**src/design/ect_defines.svh**
```systemverilog
// Register offsets, value limits, reset values and timing counts of the event counter and pulse timer
`ifndef ECT_DEFINES_SVH
`define ECT_DEFINES_SVH
`define ADDR_COUNT_UNIT_SEL    8'h00
`define ADDR_INC_SOURCE_SEL    8'h04
`define ADDR_INC_EDGE_SEL      8'h08
`define ADDR_CLR_SOURCE_SEL    8'h0C
`define ADDR_CLR_EDGE_SEL      8'h10
`define ADDR_COUNT_LIMIT       8'h14
`define ADDR_COUNT_NOW         8'h18
`define ADDR_COUNT_SNAPSHOT    8'h1C
`define ADDR_COUNT_RESTART     8'h20
`define ADDR_COUNT_STATUS      8'h24
`define ADDR_FRAME_SEQ         8'h28
`define ADDR_META_ENABLE       8'h2C
`define ADDR_PULSE_UNIT_SEL    8'h30
`define ADDR_PULSE_DELAY_US    8'h34
`define ADDR_PULSE_WIDTH_US    8'h38
`define ADDR_PULSE_SRC_SEL     8'h3C
`define ADDR_PULSE_EDGE_SEL    8'h40
`define ADDR_PULSE_STATUS      8'h44
`define CLOCK_MHZ              50
`define US_CYCLES              (`CLOCK_MHZ)
`define PULSE_WIDTH_MIN_US     21'd10
`define PULSE_WIDTH_MAX_US     21'd2000000
`define PULSE_DELAY_MAX_US     21'd2000000
`define COUNT_LIMIT_RESET      16'hFFFF
`define PULSE_WIDTH_RESET      21'd10
`endif

```
**src/design/ect_pkg.sv**
```systemverilog
// Types shared by the event counter and pulse timer
package ect_pkg;
  typedef enum logic [1:0] {EDGE_RISE, EDGE_FALL, EDGE_ANY} edge_sel_t;
  typedef enum logic [3:0] {
    SRC_UNIT_ONE_DONE, SRC_UNIT_TWO_DONE, SRC_SHUTTER_LEVEL, SRC_FRAME_DROP,
    SRC_IO_PIN_0, SRC_IO_PIN_1, SRC_IO_PIN_2, SRC_FRAME_START, SRC_TRIGGER_DROP, SRC_OFF
  } count_src_t;
  typedef enum logic [2:0] {
    PSRC_SHUTTER_CLOSE, PSRC_SHUTTER_OPEN, PSRC_FRAME_DROP, PSRC_TRIGGER_DROP,
    PSRC_IO_PIN_0, PSRC_IO_PIN_1, PSRC_OFF
  } pulse_src_t;
  typedef enum logic [1:0] {P_IDLE, P_DELAY, P_PULSE} pulse_state_t;
endpackage

```
**src/design/edge_detect.sv**
```systemverilog
// Selectable edge detector on a same-domain level
`timescale 1ns/10ps
`default_nettype none
module edge_detect (
  input  wire logic            clock,
  input  wire logic            nrst,
  input  wire logic            level,
  input  wire logic            enable,
  input  wire ect_pkg::edge_sel_t sel,
  output logic                 hit
);
  logic prev_q;

  always_ff @(posedge clock)
  begin
    if (!nrst)
      prev_q <= 1'b0;
    else
      prev_q <= level;
  end

  always_comb
  begin
    unique case (sel)
      ect_pkg::EDGE_RISE: hit = enable & level & ~prev_q;
      ect_pkg::EDGE_FALL: hit = enable & ~level & prev_q;
      ect_pkg::EDGE_ANY:  hit = enable & (level ^ prev_q);
      default:            hit = 1'b0;
    endcase
  end
endmodule
`default_nettype wire

```
**src/design/count_unit.sv**
```systemverilog
// One event counter with limit, clear and snapshot
`timescale 1ns/10ps
`default_nettype none
`include "ect_defines.svh"
module count_unit (
  input  wire logic                clock,
  input  wire logic                nrst,
  input  wire logic [9:0]          sources,
  input  wire ect_pkg::count_src_t inc_source_sel,
  input  wire ect_pkg::edge_sel_t  inc_edge_sel,
  input  wire ect_pkg::count_src_t clr_source_sel,
  input  wire ect_pkg::edge_sel_t  clr_edge_sel,
  input  wire logic [15:0]         count_limit,
  input  wire logic                count_restart_cmd,
  input  wire logic                preload,
  input  wire logic [15:0]         preload_value,
  output logic [15:0]              count_now,
  output logic [15:0]              count_snapshot,
  output logic                     limit_reached_flag,
  output logic                     count_done_event
);
  logic inc_hit;
  logic clr_hit;
  logic inc_level;
  logic clr_level;
  logic clear;
  logic clr_on;
  ect_pkg::count_src_t inc_sel_q;
  ect_pkg::count_src_t clr_sel_q;

  // Switching the source is not an edge of it: mask the cycle after a change
  always_ff @(posedge clock)
  begin
    if (!nrst)
    begin
      inc_sel_q <= ect_pkg::SRC_OFF;
      clr_sel_q <= ect_pkg::SRC_OFF;
    end
    else
    begin
      inc_sel_q <= inc_source_sel;
      clr_sel_q <= clr_source_sel;
    end
  end

  assign clr_on = clr_source_sel != ect_pkg::SRC_OFF && clr_source_sel != ect_pkg::SRC_TRIGGER_DROP
                  && clr_source_sel == clr_sel_q;

  assign inc_level = sources[inc_source_sel];
  assign clr_level = sources[clr_source_sel];

  edge_detect inc_det (
    .clock  (clock),
    .nrst   (nrst),
    .level  (inc_level),
    .enable (inc_source_sel != ect_pkg::SRC_OFF && inc_source_sel == inc_sel_q),
    .sel    (inc_edge_sel),
    .hit    (inc_hit)
  );

  edge_detect clr_det (
    .clock  (clock),
    .nrst   (nrst),
    .level  (clr_level),
    .enable (clr_on),
    .sel    (clr_edge_sel),
    .hit    (clr_hit)
  );

  assign clear = clr_hit | count_restart_cmd;

  always_ff @(posedge clock)
  begin
    if (!nrst)
      count_now <= 16'h0000;
    else if (clear)
      count_now <= 16'h0000;
    else if (preload)
      count_now <= preload_value;
    else if (inc_hit && !limit_reached_flag && count_now != count_limit)
      count_now <= count_now + 16'h0001;
  end

  always_ff @(posedge clock)
  begin
    if (!nrst)
      count_snapshot <= 16'h0000;
    else if (clear)
      count_snapshot <= count_now;
  end

  // Done fires once when the count lands on the limit; the limit flag is held until a clear
  always_ff @(posedge clock)
  begin
    if (!nrst)
    begin
      limit_reached_flag <= 1'b0;
      count_done_event   <= 1'b0;
    end
    else if (clear)
    begin
      limit_reached_flag <= 1'b0;
      count_done_event   <= 1'b0;
    end
    else
    begin
      count_done_event   <= !limit_reached_flag && count_now == count_limit;
      if (count_now == count_limit)
        limit_reached_flag <= 1'b1;
    end
  end
endmodule
`default_nettype wire

```
**src/design/event_counter_pulse_timer.sv**
```systemverilog
// Top: two event counters, a delayed pulse timer, frame sequence counter and register port
// Summary of operation
// - At the limit, emit done event, set limit flag, hold count until clear.
// - Count limit is software-written, 0 to 65535.
// - Increment on rising, falling or either edge of the source.
// - Increment source: unit done, shutter level, drops, pins, frame start, off.
// - Increment source off suspends counting without clearing.
// - Restart command clears and restarts the selected counter.
// - Restart clears regardless of clear source or edge setting.
// - Every clear latches the prior count into a read-only snapshot.
// - Clear on rising, falling or either edge of the clear source.
// - Clear source: unit done, shutter level, frame drop, pins, frame start, off.
// - Two counters; a unit select steers configuration and value access.
// - Current count readable and writable; a write preloads it.
// - 32-bit frame sequence counter inserted into metadata when enabled.
// - Software write loads the frame sequence counter.
// - Timer waits a programmed delay in microseconds after the trigger edge.
// - Timer pulse width 10 to 2000000 microseconds.
// - Timer starts on rising, falling or either trigger edge.
// - Timer trigger: shutter close, shutter open, drops, pins 0 and 1, off.
// - Timer unit select is stored and read back only; one timer, so it steers no accesses.
`timescale 1ns/10ps
`default_nettype none
`include "ect_defines.svh"
module event_counter_pulse_timer (
  input  wire logic        clock,
  input  wire logic        nrst,
  input  wire logic [7:0]  addr,
  input  wire logic [31:0] wdata,
  input  wire logic        wr,
  input  wire logic        rd,
  output logic [31:0]      rdata,
  input  wire logic        shutter_open_level,
  input  wire logic        frame_drop_flag,
  input  wire logic        trigger_drop_flag,
  input  wire logic        frame_start_pulse,
  input  wire logic        io_pin_0,
  input  wire logic        io_pin_1,
  input  wire logic        io_pin_2,
  output logic             unit_one_done,
  output logic             unit_two_done,
  output logic             limit_one_flag,
  output logic             limit_two_flag,
  output logic             timer_pulse,
  output logic [31:0]      meta_frame_seq,
  output logic             meta_frame_valid
);
  // Pins cross from outside: two flip-flops each
  logic [2:0] pin_meta_q;
  logic [2:0] pin_sync_q;

  always_ff @(posedge clock)
  begin
    if (!nrst)
    begin
      pin_meta_q <= 3'h0;
      pin_sync_q <= 3'h0;
    end
    else
    begin
      pin_meta_q <= {io_pin_2, io_pin_1, io_pin_0};
      pin_sync_q <= pin_meta_q;
    end
  end

  // Configuration registers
  logic                count_unit_sel_q;
  ect_pkg::count_src_t inc_src_q [2];
  ect_pkg::edge_sel_t  inc_edge_q [2];
  ect_pkg::count_src_t clr_src_q [2];
  ect_pkg::edge_sel_t  clr_edge_q [2];
  logic [15:0]         limit_q [2];
  logic                meta_enable_q;
  logic [31:0]         frame_seq_number;
  ect_pkg::pulse_src_t pulse_src_q;
  ect_pkg::edge_sel_t  pulse_edge_q;
  logic [20:0]         pulse_delay_us_q;
  logic [20:0]         pulse_width_us_q;
  logic                pulse_unit_sel_q;

  logic [15:0] count_now [2];
  logic [15:0] count_snapshot [2];
  logic [1:0]  limit_flag;
  logic [1:0]  done_ev;
  logic [9:0]  sources;
  logic        wsel;

  assign wsel = count_unit_sel_q;

  // Source vector indexed by count_src_t encoding
  assign sources = {1'b0, trigger_drop_flag, frame_start_pulse, pin_sync_q[2], pin_sync_q[1],
                    pin_sync_q[0], frame_drop_flag, shutter_open_level, done_ev[1], done_ev[0]};

  always_ff @(posedge clock)
  begin
    if (!nrst)
    begin
      count_unit_sel_q <= 1'b0;
      for (int i = 0; i < 2; i++)
      begin
        inc_src_q[i]  <= ect_pkg::SRC_OFF;
        inc_edge_q[i] <= ect_pkg::EDGE_RISE;
        clr_src_q[i]  <= ect_pkg::SRC_OFF;
        clr_edge_q[i] <= ect_pkg::EDGE_RISE;
        limit_q[i]    <= `COUNT_LIMIT_RESET;
      end
    end
    else if (wr)
    begin
      unique case (addr)
        `ADDR_COUNT_UNIT_SEL: count_unit_sel_q <= wdata[0];
        `ADDR_INC_SOURCE_SEL:
          if (wdata[3:0] <= 4'h9)
            inc_src_q[wsel] <= ect_pkg::count_src_t'(wdata[3:0]);
        `ADDR_INC_EDGE_SEL:
          if (wdata[1:0] != 2'h3)
            inc_edge_q[wsel] <= ect_pkg::edge_sel_t'(wdata[1:0]);
        `ADDR_CLR_SOURCE_SEL:
          if (wdata[3:0] <= 4'h9 && wdata[3:0] != 4'h8)
            clr_src_q[wsel] <= ect_pkg::count_src_t'(wdata[3:0]);
        `ADDR_CLR_EDGE_SEL:
          if (wdata[1:0] != 2'h3)
            clr_edge_q[wsel] <= ect_pkg::edge_sel_t'(wdata[1:0]);
        `ADDR_COUNT_LIMIT: limit_q[wsel] <= wdata[15:0];
        default: ;
      endcase
    end
  end

  // Pulse timer configuration; one instance, so the unit select only stores its choice
  always_ff @(posedge clock)
  begin
    if (!nrst)
    begin
      pulse_unit_sel_q <= 1'b0;
      pulse_src_q      <= ect_pkg::PSRC_OFF;
      pulse_edge_q     <= ect_pkg::EDGE_RISE;
      pulse_delay_us_q <= 21'd0;
      pulse_width_us_q <= `PULSE_WIDTH_RESET;
      meta_enable_q    <= 1'b0;
    end
    else if (wr)
    begin
      unique case (addr)
        `ADDR_PULSE_UNIT_SEL: pulse_unit_sel_q <= wdata[0];
        `ADDR_PULSE_SRC_SEL:
          if (wdata[2:0] <= 3'h6)
            pulse_src_q <= ect_pkg::pulse_src_t'(wdata[2:0]);
        `ADDR_PULSE_EDGE_SEL:
          if (wdata[1:0] != 2'h3)
            pulse_edge_q <= ect_pkg::edge_sel_t'(wdata[1:0]);
        `ADDR_PULSE_DELAY_US:
          if (wdata[20:0] <= `PULSE_DELAY_MAX_US && wdata[31:21] == 11'h000)
            pulse_delay_us_q <= wdata[20:0];
        `ADDR_PULSE_WIDTH_US:
          if (wdata[20:0] >= `PULSE_WIDTH_MIN_US && wdata[20:0] <= `PULSE_WIDTH_MAX_US
              && wdata[31:21] == 11'h000)
            pulse_width_us_q <= wdata[20:0];
        `ADDR_META_ENABLE: meta_enable_q <= wdata[0];
        default: ;
      endcase
    end
  end

  for (genvar g = 0; g < 2; g++)
  begin : g_unit
    count_unit unit (
      .clock              (clock),
      .nrst               (nrst),
      .sources            (sources),
      .inc_source_sel     (inc_src_q[g]),
      .inc_edge_sel       (inc_edge_q[g]),
      .clr_source_sel     (clr_src_q[g]),
      .clr_edge_sel       (clr_edge_q[g]),
      .count_limit        (limit_q[g]),
      .count_restart_cmd  (wr && addr == `ADDR_COUNT_RESTART && wsel == 1'(g)),
      .preload            (wr && addr == `ADDR_COUNT_NOW && wsel == 1'(g)),
      .preload_value      (wdata[15:0]),
      .count_now          (count_now[g]),
      .count_snapshot     (count_snapshot[g]),
      .limit_reached_flag (limit_flag[g]),
      .count_done_event   (done_ev[g])
    );
  end

  assign unit_one_done  = done_ev[0];
  assign unit_two_done  = done_ev[1];
  assign limit_one_flag = limit_flag[0];
  assign limit_two_flag = limit_flag[1];

  // Frame sequence counter
  always_ff @(posedge clock)
  begin
    if (!nrst)
      frame_seq_number <= 32'h00000000;
    else if (wr && addr == `ADDR_FRAME_SEQ)
      frame_seq_number <= wdata;
    else if (frame_start_pulse)
      frame_seq_number <= frame_seq_number + 32'h00000001;
  end

  // Metadata tag captured per frame while enabled
  always_ff @(posedge clock)
  begin
    if (!nrst)
    begin
      meta_frame_seq   <= 32'h00000000;
      meta_frame_valid <= 1'b0;
    end
    else
    begin
      meta_frame_valid <= frame_start_pulse && meta_enable_q;
      if (frame_start_pulse && meta_enable_q)
        meta_frame_seq <= frame_seq_number;
    end
  end

  // Pulse timer
  ect_pkg::pulse_src_t   pulse_src_prev_q;
  logic                  pulse_level;
  logic                  pulse_hit;
  logic [5:0]            us_div_q;
  logic                  us_tick;
  logic [20:0]           us_cnt_q;
  ect_pkg::pulse_state_t pstate_q;

  always_ff @(posedge clock)
  begin
    if (!nrst)
      pulse_src_prev_q <= ect_pkg::PSRC_OFF;
    else
      pulse_src_prev_q <= pulse_src_q;
  end

  // Open and close are shutter-level edges, so both map onto the level with a fixed sense
  always_comb
  begin
    unique case (pulse_src_q)
      ect_pkg::PSRC_SHUTTER_CLOSE: pulse_level = ~shutter_open_level;
      ect_pkg::PSRC_SHUTTER_OPEN:  pulse_level = shutter_open_level;
      ect_pkg::PSRC_FRAME_DROP:    pulse_level = frame_drop_flag;
      ect_pkg::PSRC_TRIGGER_DROP:  pulse_level = trigger_drop_flag;
      ect_pkg::PSRC_IO_PIN_0:      pulse_level = pin_sync_q[0];
      ect_pkg::PSRC_IO_PIN_1:      pulse_level = pin_sync_q[1];
      default:                     pulse_level = 1'b0;
    endcase
  end

  edge_detect pulse_det (
    .clock  (clock),
    .nrst   (nrst),
    .level  (pulse_level),
    // A source switch is not a trigger edge, so the cycle after it is masked
    .enable (pulse_src_q != ect_pkg::PSRC_OFF && pulse_src_q == pulse_src_prev_q),
    .sel    (pulse_edge_q),
    .hit    (pulse_hit)
  );

  // Microsecond tick, restarted at each accepted trigger so delays are exact
  assign us_tick = us_div_q == 6'(`US_CYCLES - 1);

  always_ff @(posedge clock)
  begin
    if (!nrst || pstate_q == ect_pkg::P_IDLE || us_tick)
      us_div_q <= 6'h00;
    else
      us_div_q <= us_div_q + 6'h01;
  end

  always_ff @(posedge clock)
  begin
    if (!nrst)
    begin
      pstate_q    <= ect_pkg::P_IDLE;
      us_cnt_q    <= 21'd0;
      timer_pulse <= 1'b0;
    end
    else
    begin
      unique case (pstate_q)
        ect_pkg::P_IDLE:
          if (pulse_hit)
          begin
            us_cnt_q <= pulse_delay_us_q;
            if (pulse_delay_us_q == 21'd0)
            begin
              pstate_q    <= ect_pkg::P_PULSE;
              us_cnt_q    <= pulse_width_us_q;
              timer_pulse <= 1'b1;
            end
            else
              pstate_q <= ect_pkg::P_DELAY;
          end
        ect_pkg::P_DELAY:
          if (us_tick)
          begin
            if (us_cnt_q == 21'd1)
            begin
              pstate_q    <= ect_pkg::P_PULSE;
              us_cnt_q    <= pulse_width_us_q;
              timer_pulse <= 1'b1;
            end
            else
              us_cnt_q <= us_cnt_q - 21'd1;
          end
        ect_pkg::P_PULSE:
          if (us_tick)
          begin
            if (us_cnt_q == 21'd1)
            begin
              pstate_q    <= ect_pkg::P_IDLE;
              timer_pulse <= 1'b0;
            end
            else
              us_cnt_q <= us_cnt_q - 21'd1;
          end
        default: pstate_q <= ect_pkg::P_IDLE;
      endcase
    end
  end

  // Read port: data in the cycle after the strobe
  always_ff @(posedge clock)
  begin
    if (!nrst)
      rdata <= 32'h00000000;
    else if (rd)
    begin
      unique case (addr)
        `ADDR_COUNT_UNIT_SEL: rdata <= {31'h0, count_unit_sel_q};
        `ADDR_INC_SOURCE_SEL: rdata <= {28'h0, inc_src_q[wsel]};
        `ADDR_INC_EDGE_SEL:   rdata <= {30'h0, inc_edge_q[wsel]};
        `ADDR_CLR_SOURCE_SEL: rdata <= {28'h0, clr_src_q[wsel]};
        `ADDR_CLR_EDGE_SEL:   rdata <= {30'h0, clr_edge_q[wsel]};
        `ADDR_COUNT_LIMIT:    rdata <= {16'h0, limit_q[wsel]};
        `ADDR_COUNT_NOW:      rdata <= {16'h0, count_now[wsel]};
        `ADDR_COUNT_SNAPSHOT: rdata <= {16'h0, count_snapshot[wsel]};
        `ADDR_COUNT_STATUS:   rdata <= {30'h0, limit_flag};
        `ADDR_FRAME_SEQ:      rdata <= frame_seq_number;
        `ADDR_META_ENABLE:    rdata <= {31'h0, meta_enable_q};
        `ADDR_PULSE_UNIT_SEL: rdata <= {31'h0, pulse_unit_sel_q};
        `ADDR_PULSE_DELAY_US: rdata <= {11'h0, pulse_delay_us_q};
        `ADDR_PULSE_WIDTH_US: rdata <= {11'h0, pulse_width_us_q};
        `ADDR_PULSE_SRC_SEL:  rdata <= {29'h0, pulse_src_q};
        `ADDR_PULSE_EDGE_SEL: rdata <= {30'h0, pulse_edge_q};
        `ADDR_PULSE_STATUS:   rdata <= {29'h0, timer_pulse, pstate_q};
        default:              rdata <= 32'h00000000;
      endcase
    end
    else
      rdata <= 32'h00000000;
  end
endmodule
`default_nettype wire

```
**config.mk**
```make
export PLATFORM = sky130hd
export DESIGN_NAME = event_counter_pulse_timer
export DESIGN_NICKNAME = d
export VERILOG_FILES = /design/src/design/ect_pkg.sv /design/src/design/edge_detect.sv /design/src/design/count_unit.sv /design/src/design/event_counter_pulse_timer.sv
export VERILOG_INCLUDE_DIRS = /design/src /design/src/design
export SDC_FILE = /design/constraint.sdc
export NUM_CORES = 1
export LEC_CHECK = 0
export BUFFER_PORTS_ARGS = -buffer_cell sky130_fd_sc_hd__buf_2
export CAP_MARGIN = 20
export CORE_ASPECT_RATIO = 1.4
export CORE_UTILIZATION = 55
export CTS_BUF_LIST = sky130_fd_sc_hd__clkbuf_16
export DETAILED_ROUTE_END_ITERATION = 10
export PLACE_DENSITY_LB_ADDON = 0.1
export SYNTH_ARGS = -nofsm -noshare
export SYNTH_HDL_FRONTEND = slang
export SYNTH_SLANG_ARGS = --single-unit
```
**constraint.sdc**
```tcl
create_clock -name clock -period 3.1 [get_ports clock]
set_clock_uncertainty 0.05 [all_clocks]
set_input_delay 0.155 -clock clock [delete_from_list [all_inputs] [get_ports clock]]
set_output_delay 0.155 -clock clock [all_outputs]
set_load 0.02 [all_outputs]
```
==> Yosys cells after proc, flatten, opt, wreduce, memory -nomap -nowiden <==
Memories as Yosys holds them, arrays and structs flattened. A register that Yosys moved wholly into a read port is not among the register bits.
Index checks and enable logic that the tools add are counted.
{ "word_totals": {"mem_bits_rw": 56, "input_bits": 51, "out_inout_bits": 70, "n_memories": 5, "word_cells": 320, "register_bits": 275} }
{ "mem_list": {"columns": ["memory", "words", "width", "read_ports", "rd_ports_with_merged_regs", "write_ports", "line", "source"], "rows": [
  ["limit_q", 2, 16, 3, 1, 2, "event_counter_pulse_timer.sv:72", "logic [15:0] limit_q [2];"],
  ["clr_src_q", 2, 4, 3, 1, 2, "event_counter_pulse_timer.sv:70", "ect_pkg::count_src_t clr_src_q [2];"],
  ["inc_src_q", 2, 4, 3, 1, 2, "event_counter_pulse_timer.sv:68", "ect_pkg::count_src_t inc_src_q [2];"],
  ["clr_edge_q", 2, 2, 3, 1, 2, "event_counter_pulse_timer.sv:71", "ect_pkg::edge_sel_t clr_edge_q [2];"],
  ["inc_edge_q", 2, 2, 3, 1, 2, "event_counter_pulse_timer.sv:69", "ect_pkg::edge_sel_t inc_edge_q [2];"]
]} }
{ "op_classes": {"n_mux": 97, "n_reduce_logical": 62, "bitwise_logic": 46, "eq_ne": 61, "n_lt_le_gt_ge": 9, "add_sub_neg": 5} }
{ "op_table": {"columns": ["operator", "count"], "rows": [
  ["$pmux W32 S17", 1],
  ["$mux W16", 11],
  ["$mux W21", 6],
  ["$eq A8 B6 Y1 const B", 8],
  ["$mux W32", 2],
  ["$pmux W21 S3", 1],
  ["$mux W1", 54],
  ["$add A16 B1 Y16 const B", 2],
  ["$add A32 B1 Y32 const B", 1],
  ["$eq A16 B16 Y1", 2],
  ["$eq A8 B5 Y1 const B", 4],
  ["$ne A16 B16 Y1", 2],
  ["$ne A4 B4 Y1 const B", 7],
  ["$and A1 B1 Y1", 25],
  ["$logic_and A1 B1 Y1", 25],
  ["$eq A21 B1 Y1 const B", 1],
  ["$ge A21 B4 Y1 const B", 1],
  ["$le A21 B21 Y1 const B", 1],
  ["$logic_not A21 Y1", 1],
  ["$sub A21 B1 Y21 const B", 1],
  ["$lt A4 B5 Y1 const B", 4],
  ["$pmux W1 S3", 6],
  ["$bmux W1 S4", 4],
  ["$eq A4 B4 Y1", 4],
  ["other kinds (40)", 106]
]} }

==> Longest topological paths before layout <==
Gate-level depths: netlist of the first run.
An unclocked memory read counts as a cell.
{ "depth": {"word_depth": 11, "ltp_mapped": 11, "depth_no_buf": 9} }

==> Hierarchy <==
From an unflattened synthesis of the first run, not the netlist that was laid out.
{ "hier_totals": {"hier_cells": 1910, "hier_area_um2": 17214.0} }
{ "by_module_without_submodules": {"columns": ["mod", "area_per_inst_um2", "cells_each", "seq_area_each_um2", "instances"], "rows": [
  ["event_counter_pulse_timer", 12383.1, 1358, 5425.2, 1],
  ["count_unit", 2268.4, 261, 840.8, 2],
  ["edge_detect", 58.8, 6, 20.0, 5]
]} }

==> Worst setup path after synthesis of the first run <==
OpenSTA, ideal clock, no wires.
{ "synth_timing": {"kind": "input -> register", "start": "in addr[4]", "end": "mem limit_q[1][0] (enable)", "path_slack_ps": 118, "stages": 6, "required_time_ps": 2639, "path_buffers": 3, "arrival_time_ps": 2521, "setup_ps": 411, "cell_sequence": "clkbuf_1 > nor4b_1 > nand2_1 > clkbuf_1 > clkbuf_1 > o21ai_0"} }
{ "synth_lines": {"columns": ["item", "line", "source"], "rows": [
  ["from (decl)", "event_counter_pulse_timer.sv:28", "input wire logic [7:0] addr,"],
  ["to (decl)", "event_counter_pulse_timer.sv:72", null]
]} }

==> Final worst setup path of the first run <==
{ "layout_timing": {"start": "reg pulse_src_q[2]", "end": "reg us_cnt_q[6]"} }
{ "layout_between": {"elab_chain_len": 8, "word_cells_on_any_way": 20, "classes_between": "eq/ne (8); mux (2); bitwise (7); reduce/logical (3)"} }
{ "layout_lines": {"columns": ["item", "line", "source"], "rows": [
  ["from (decl)", "event_counter_pulse_timer.sv:75", "ect_pkg::pulse_src_t pulse_src_q;"],
  ["from (signal assigned)", "event_counter_pulse_timer.sv:136", "pulse_src_q <= ect_pkg::PSRC_OFF;"],
  ["from (signal assigned)", "event_counter_pulse_timer.sv:148", "pulse_src_q <= ect_pkg::pulse_src_t'(wdata[2:0]);"],
  ["$eq A3 B3 Y1 (tied with other cells)", "event_counter_pulse_timer.sv:238", "unique case (pulse_src_q)"],
  ["$pmux W1 S6", "event_counter_pulse_timer.sv:238", null],
  ["$not A1 Y1", "edge_detect.sv:26", "ect_pkg::EDGE_FALL: hit = enable & ~level & prev_q;"],
  ["$and A1 B1 Y1 (2 in a row)", "edge_detect.sv:26", null],
  ["$pmux W1 S3 (*)", "edge_detect.sv:24", "unique case (sel)"],
  ["$ne A2 B1 Y1 (no line) (*)", null, null],
  ["$reduce_and A5 Y1 (no line) (*)", null, null],
  ["to (signal assigned)", "event_counter_pulse_timer.sv:284", "us_cnt_q <= pulse_delay_us_q;"],
  ["to (signal assigned)", "event_counter_pulse_timer.sv:288", "us_cnt_q <= pulse_width_us_q;"],
  ["to (signal assigned)", "event_counter_pulse_timer.sv:300", "us_cnt_q <= pulse_width_us_q;"],
  ["to (decl)", "event_counter_pulse_timer.sv:224", "logic [20:0] us_cnt_q;"]
]} }
Mark *: on every way between the ends. The rest lies on a longest branch, timed or not.
A chain may end at the register's enable or synchronous reset.

==> reports/metrics.csv, run 1 <==
stage;metric;value;unit
finish;final_nets;2054;
synth;seq_area_frac_synth;0.435;
synth;postSynthAreaPerCell;8.94;um2
route;vias;15000;
route;drt-total-wl;53900;um
floorplanning;die_h;207;um
power_and_ir_drop;pwr-share-comb;0.066;
cts;cts_tree;yes;
floorplanning;start_util;0.563;
synth;yosysTopAreaCellShare;0.333;
route;drt-vias-per-instance;6.28;
sta;post-route-period-util;0.918;
sta;finalHoldViolCount;0;
synth;yosys_warnings;0;
global_route;grt_start_max_net_pins;76;
critical_path;critical_path_class;reg -> reg;
critical_path;critPathMaxFanout;11;
synth;synth_area_leaders;dfxtp_1 33%, edfxtp_1 10%, mux2i_1 8.5%;
critical_path;cp-start-kind;flop;
cts;cts_resized;0;
route;routedWlPerCell;22.5;um
floorplanning;core_area;29400;um2
power_and_ir_drop;ir_worst_vdd;0.435;mV
critical_path;crit_path_frequent_cell;buf_4;
synth;synth-seq-cells;332;
job;maxCapViolCount;0;
sta;relSlewSlack;0.309;
finish;diodes;0;
sta;rsz0062_at_grt;false;
power_and_ir_drop;power.total;0.00939;W
worst_hold_path;hp-class;in -> reg;
critical_path;critPathSlowestCell;or4_1;
synth;synthFlopType;dfxtp_1;
synth;yosysTopAreaCell;dfxtp_1;
power_and_ir_drop;seq_power_share;0.477;
critical_path;crit_required;3.44;ns
global_route;antenna_found_initial;0;
global_route;grt_overflow;0;
synth;synth_edf_count;56;
critical_path;path_depth;9;
power_and_ir_drop;p_leak;7.08;nW
synth;syn_area;16600;um2
synth;synth_nets;1916;
place;gp_congestion;0.962;
finish;area_delta_synth_final;16.5;%
sta;finalSetupViolCount;0;
sta;fin_crit;2.84;ns
critical_path;rr_worst_depth;9;
floorplanning;num_rows;74;
cts;clk_path_buf_depth;3;
sta;drv_slew;0;
critical_path;path_delay_family;compound AO/OA/AOI/OAI gates;
critical_path;critPathArrivalTime;3.18;ns
power_and_ir_drop;clkPwrFrac;0.456;
cts;cts-root-buf;clkbuf_16;
critical_path;crit_buf_inv;2;
finish;drive_gt1_frac;0.153;
place;port_buffers;120;
global_route;grt_pass1_wl;83200;um
cts;cts.sink_count;332;
synth;synth.most_common_cell;dfxtp_1;
floorplanning;die_w;149;um
power_and_ir_drop;sw_frac_of_total;0.236;
cts;htree_levels;2;
sta;max_freq;352;MHz
global_route;grt_pass1_vias;14600;
route;drc;0;
synth;syn_inst;1854;
route;antenna_left;0;
cts;clk_pin_slew;0.06;ns
sta;whs;0.0453;ns
critical_path;critPathMaxStageDelay;0.55;ns
synth;yosysUniqueCellTypes;83;
critical_path;endpoint_kind;flop;
sta;worst_pin_slew;1.03;ns
floorplanning;die_area;30800;um2
place;dp_hpwl;38600;um
route;drtPass1Iterations;6;
route;first_iter_violations;1349;
cts;clock_latency;0.53;ns
power_and_ir_drop;p_sw;0.00221;W
worst_hold_path;hold_depth;3;
critical_path;crit_path_cell_trace;nor2b_1 -> or4_1 -> a211oi_1 -> o31ai_1 -> buf_4 -> a21o_1 -> buf_4 -> o211ai_1 -> o21ai_0;
floorplanning;ios;121;
power_and_ir_drop;power.density;487;nW/um2
place;dp_cells;2304;
synth;synth_common_cells;276 x dfxtp_1, 223 x nor2_1, 189 x nand2_1;
cts;cts_buffers;35;
synth;synthArstFlopShare;0;
run_status;status;complete, no violations;
power_and_ir_drop;p_int;0.00718;W
global_route;grt_util_all_layers;0.350;
finish;stdcell_count;2397;
[layout make-up]
class | instances | area, um2
flip-flops and latches | 332 | 7210
inverters | 27 | 104
fillers | 2503 | 10100
multi-input cells | 1354 | 8710
repair buffers | 242 | 1650
clock inverters | 24 | 203
well taps | 380 | 475
clock buffers | 38 | 951
[per-layer routing]
metal / track usage / part of all wire
met5: 0 / 0
met1: 0.425 / 0.39
met2: 0.591 / 0.49
met3: 0.0536 / 0.067
met4: 0.183 / 0.055
[cell families after synthesis]
logic type      share of synthesized area
fa+ha+maj                         0.00831
compound gates                      0.149
buf+inv                            0.0409
flops                               0.435
simple gates                        0.216
mux                                0.0921
xor+xnor                           0.0587
[worst paths after layout]
kind	to	start	slack, ns
worst max-delay path	us_cnt_q[6]	pulse_src_q[2]	0.26
worst max register to register	us_cnt_q[6]	pulse_src_q[2]	0.26
worst min-delay path	g_unit[0].unit.count_now[2]	wdata[2]	0.05
worst min register to register	meta_frame_seq[17]	meta_frame_seq[17]	0.40
[power groups by stage]
stage	Clock (W)	Combinational, W	Sequential, W
6_report	0.00429	0.000623	0.00448
5_1_grt	0.00448	0.000662	0.00448
4_1_cts	0.00431	0.000609	0.00448
3_5_place_dp	0	0.000578	0.00458
3_3_place_gp	0	0.000574	0.00457
2_1_floorplan	0	0.000342	0.00455
[state kept, by name (all words and copies together) (netlist names), 3 cells and up, named ones only]
signal	cells
limit_q	32
clr_edge_q	4
g_unit.unit.inc_sel_q	8
inc_src_q	8
pin_meta_q	3
rdata	32
meta_frame_seq	32
frame_seq_number	32
pulse_width_us_q	21
pulse_delay_us_q	21
pulse_src_q	3
clr_src_q	8
us_cnt_q	21
us_div_q	6
g_unit.unit.count_now	32
pin_sync_q	3
pulse_src_prev_q	3
inc_edge_q	4
g_unit.unit.count_snapshot	32
g_unit.unit.clr_sel_q	8
[worst register-to-register path: stages, from the launching register on]
cell and delay, ns:
dfxtp_1 0.52, nor2b_1 0.08, or4_1 0.55, a211oi_1 0.40, o31ai_1 0.14, buf_4 0.18, a21o_1 0.29, buf_4 0.22
o211ai_1 0.15, o21ai_0 0.11
[through the flow]
| stage | util | TNS (ns) | instance area (um2) | setup WS, ns |
|---|---|---|---|---|
| floorplan | - | 0 | 16600 | 0.118 |
| global placement | 0.605 | 0 | 17800 | 0.0404 |
| detailed placement | 0.605 | -0.0883 | 17800 | -0.0384 |
| CTS | 0.655 | 0 | 19300 | 0.281 |
| global route | 0.655 | 0 | 19300 | 0.0366 |
| finish | 0.655 | 0 | 19300 | 0.256 |
[layout by cell type (no fill, tap or decap), types with 36 or more instances in the layout]
master     synthesis  final
nand3_1           51     51
xor2_1            56     56
xnor2_1           55     55
buf_4              2     89
edfxtp_1          56     56
nand2_1          189    188
mux2i_1          140    140
buf_2             19    119
dfxtp_1          276    275
and2_1            36     36
a211oi_1          62     62
o21ai_0           40     39
a21oi_1          108    108
nor2_1           223    222
clkbuf_16          0     38
[what timing repair did]
action	in CTS	in global routing
setup buffers	2	0
endpoints found under the setup margin	7	0
hold buffers	29	0
endpoints found under the hold margin	31	0
No activity file was read; power rests on OpenSTA's default activity.
==> run 2: changes to the inputs <==
==> constraint.sdc (replaced) <==
create_clock -name clock -period 2.35 [get_ports clock]
set_clock_uncertainty 0.05 [all_clocks]
set_input_delay 0.1175 -clock clock [delete_from_list [all_inputs] [get_ports clock]]
set_output_delay 0.1175 -clock clock [all_outputs]
set_load 0.02 [all_outputs]
==> reports/metrics.csv, run 2 (synthesis gave the netlist of run 1 again) <==
stage;metric;value;unit;change
route;routedWlPerCell;22.1;um;-1.7%
sta;whs;0.0205;ns;-0.0248 ns
sta;rsz0062_at_grt;true;;
global_route;grt_overflow;0;;unchanged
finish;stdcell_area;21200;um2;+9.9%
global_route;antenna_found_initial;0;;unchanged
worst_hold_path;hold_depth;4;;+1
run_status;violations;setup timing;;
critical_path;cp-start-kind;flop;;
global_route;grt_util_all_layers;0.362;;+0.0118
floorplanning;start_util;0.563;;unchanged
route;drc;0;;unchanged
critical_path;crit_required;2.74;ns;-0.70 ns
finish;final_cell_mix;269 x dfxtp_1, 217 x nor2_1, 215 x buf_4;;
route;drt-vias-per-instance;6.17;;-1.6%
run_status;status;complete, but fails checks;;
cts;cts.sink_count;332;;unchanged
job;maxCapViolCount;0;;unchanged
route;vias;15700;;+4.6%
cts;clock_latency;0.53;ns;about the same
critical_path;critPathArrivalTime;2.96;ns;-0.22 ns
floorplanning;die_area;30800;um2;unchanged
route;first_iter_violations;1325;;-1.8%
sta;fin_crit;2.57;ns;-0.276 ns
critical_path;critical_path_class;reg -> reg;;
finish;mostFrequentLayoutCell;dfxtp_1;;
power_and_ir_drop;power.density;590;nW/um2;+21%
floorplanning;ios;121;;unchanged
finish;diodes;0;;unchanged
route;drtPass1Iterations;7;;+1
critical_path;rr_worst_depth;9;;unchanged
cts;clk_path_buf_depth;3;;unchanged
place;gp_congestion;1.01;;+4.8%
power_and_ir_drop;power.total;0.0125;W;+33%
finish;n_fill_cell;2267;;-9.4%
sta;finalHoldViolCount;0;;unchanged
sta;drv_slew;0;;unchanged
global_route;grt_start_max_net_pins;69;;-9.2%
floorplanning;core_area;29400;um2;unchanged
sta;finalSetupViolCount;57;;+57
sta;post-route-period-util;1.09;;+0.175
worst_hold_path;hp-class;in -> reg;;
finish;final_nets;2206;;+7.4%
critical_path;critPathMaxFanout;11;;unchanged
sta;setup_ws;-0.218;ns;-0.474 ns
place;port_buffers;120;;unchanged
finish;area_delta_synth_final;28.0;%;
critical_path;endpoint_kind;flop;;
cts;clk_pin_slew;0.06;ns;about the same
global_route;grt_pass1_vias;15500;;+6.3%
power_and_ir_drop;p_leak;8.04;nW;+13%
floorplanning;die_w;149;um;unchanged
global_route;grt_pass1_wl;86200;um;+3.6%
cts;htree_levels;2;;unchanged
place;pre_cts_slack;-0.459;ns;-0.421 ns
route;drt-total-wl;56300;um;+4.5%
cts;cts_buffers;34;;-2.9%
power_and_ir_drop;ir_worst_vdd;0.567;mV;+30%
place;dp_hpwl;40500;um;+4.8%
route;antenna_left;0;;unchanged
floorplanning;die_h;207;um;unchanged
sta;worst_pin_slew;0.642;ns;-0.385 ns
floorplanning;num_rows;74;;unchanged
sta;max_freq;389;MHz;+11%
cts;cts_tree;yes;;
finish;drive_gt1_frac;0.256;;+0.103
sta;fin_tns_setup;-5.73;ns;-5.73 ns
cts;cts-root-buf;clkbuf_16;;
sta;relSlewSlack;0.568;;+0.259
place;dpl_cell_area;19000;um2;+6.4%
==> run 2: changes by cell type in the layout (fill, tap and decap cells not counted), sizes merged <==
cell	before	now
a21o	3	4
buf	213	368
clkbuf	38	39
clkinv	14	17
dlygate4sd3	29	24
inv	33	31
==> run 2: stage by stage <==
stage          utilization  instances
2_1_floorplan            -       1854
3_3_place_gp         0.644       2440
3_5_place_dp         0.644       2440
4_1_cts              0.704       2538
5_1_grt              0.720       2550
6_report             0.720       2550
==> run 2: worst paths after layout <==
kind	end	slack (ns)	from
worst max-delay path	g_unit[0].unit.count_now[4]	-0.22	inc_src_q[0][1]
worst min-delay path	pulse_delay_us_q[11]	0.02	wdata[11]
worst max register to register	g_unit[0].unit.count_now[4]	-0.22	inc_src_q[0][1]
worst min register to register	meta_frame_seq[20]	0.40	meta_frame_seq[20]
==> run 2: critical path: stages, from the launching register on <==
cell and delay, ns:
edfxtp_1 0.43, mux4_2 0.52, and3b_2 0.27, o31a_1 0.29, o311ai_4 0.26, buf_12 0.18
buf_6 0.12, nor2_1 0.05, xnor2_1 0.12, a211oi_1 0.19
==> run 2: cell type report <==
class / instances / area [um2] / share of cell area
flip-flops and latches: 332 / 7220 / 0.340
clock buffers: 37 / 926 / 0.0437
clock inverters: 25 / 209 / 0.00986
inverters: 27 / 104 / 0.00490
multi-input cells: 1355 / 9300 / 0.438
repair buffers: 394 / 2970 / 0.140
well taps: 380 / 475 / 0.0224
==> run 2: timing repair <==
action                                  CTS  global route
hold buffers                             24             0
gates resized for setup                  68            79
gates cloned                              3             1
endpoints found under the setup margin   71           108
endpoints found under the hold margin    39             0
pin swaps                                24            33
setup buffers                            11            14
==> run 2: power breakdown <==
group | switching [W] | internal, W
clock network | 0.00232 | 0.00327
registers | 0.0000665 | 0.00583
logic | 0.000616 | 0.000403
==> run 2: per-layer routing <==
metal / track usage / part of all wire / vias up
li1: - / - / 7257
met1: 0.431 / 0.38 / 7534
met2: 0.610 / 0.49 / 745
met3: 0.0516 / 0.071 / 210
met4: 0.220 / 0.063 / 0
met5: 0 / 0 / -
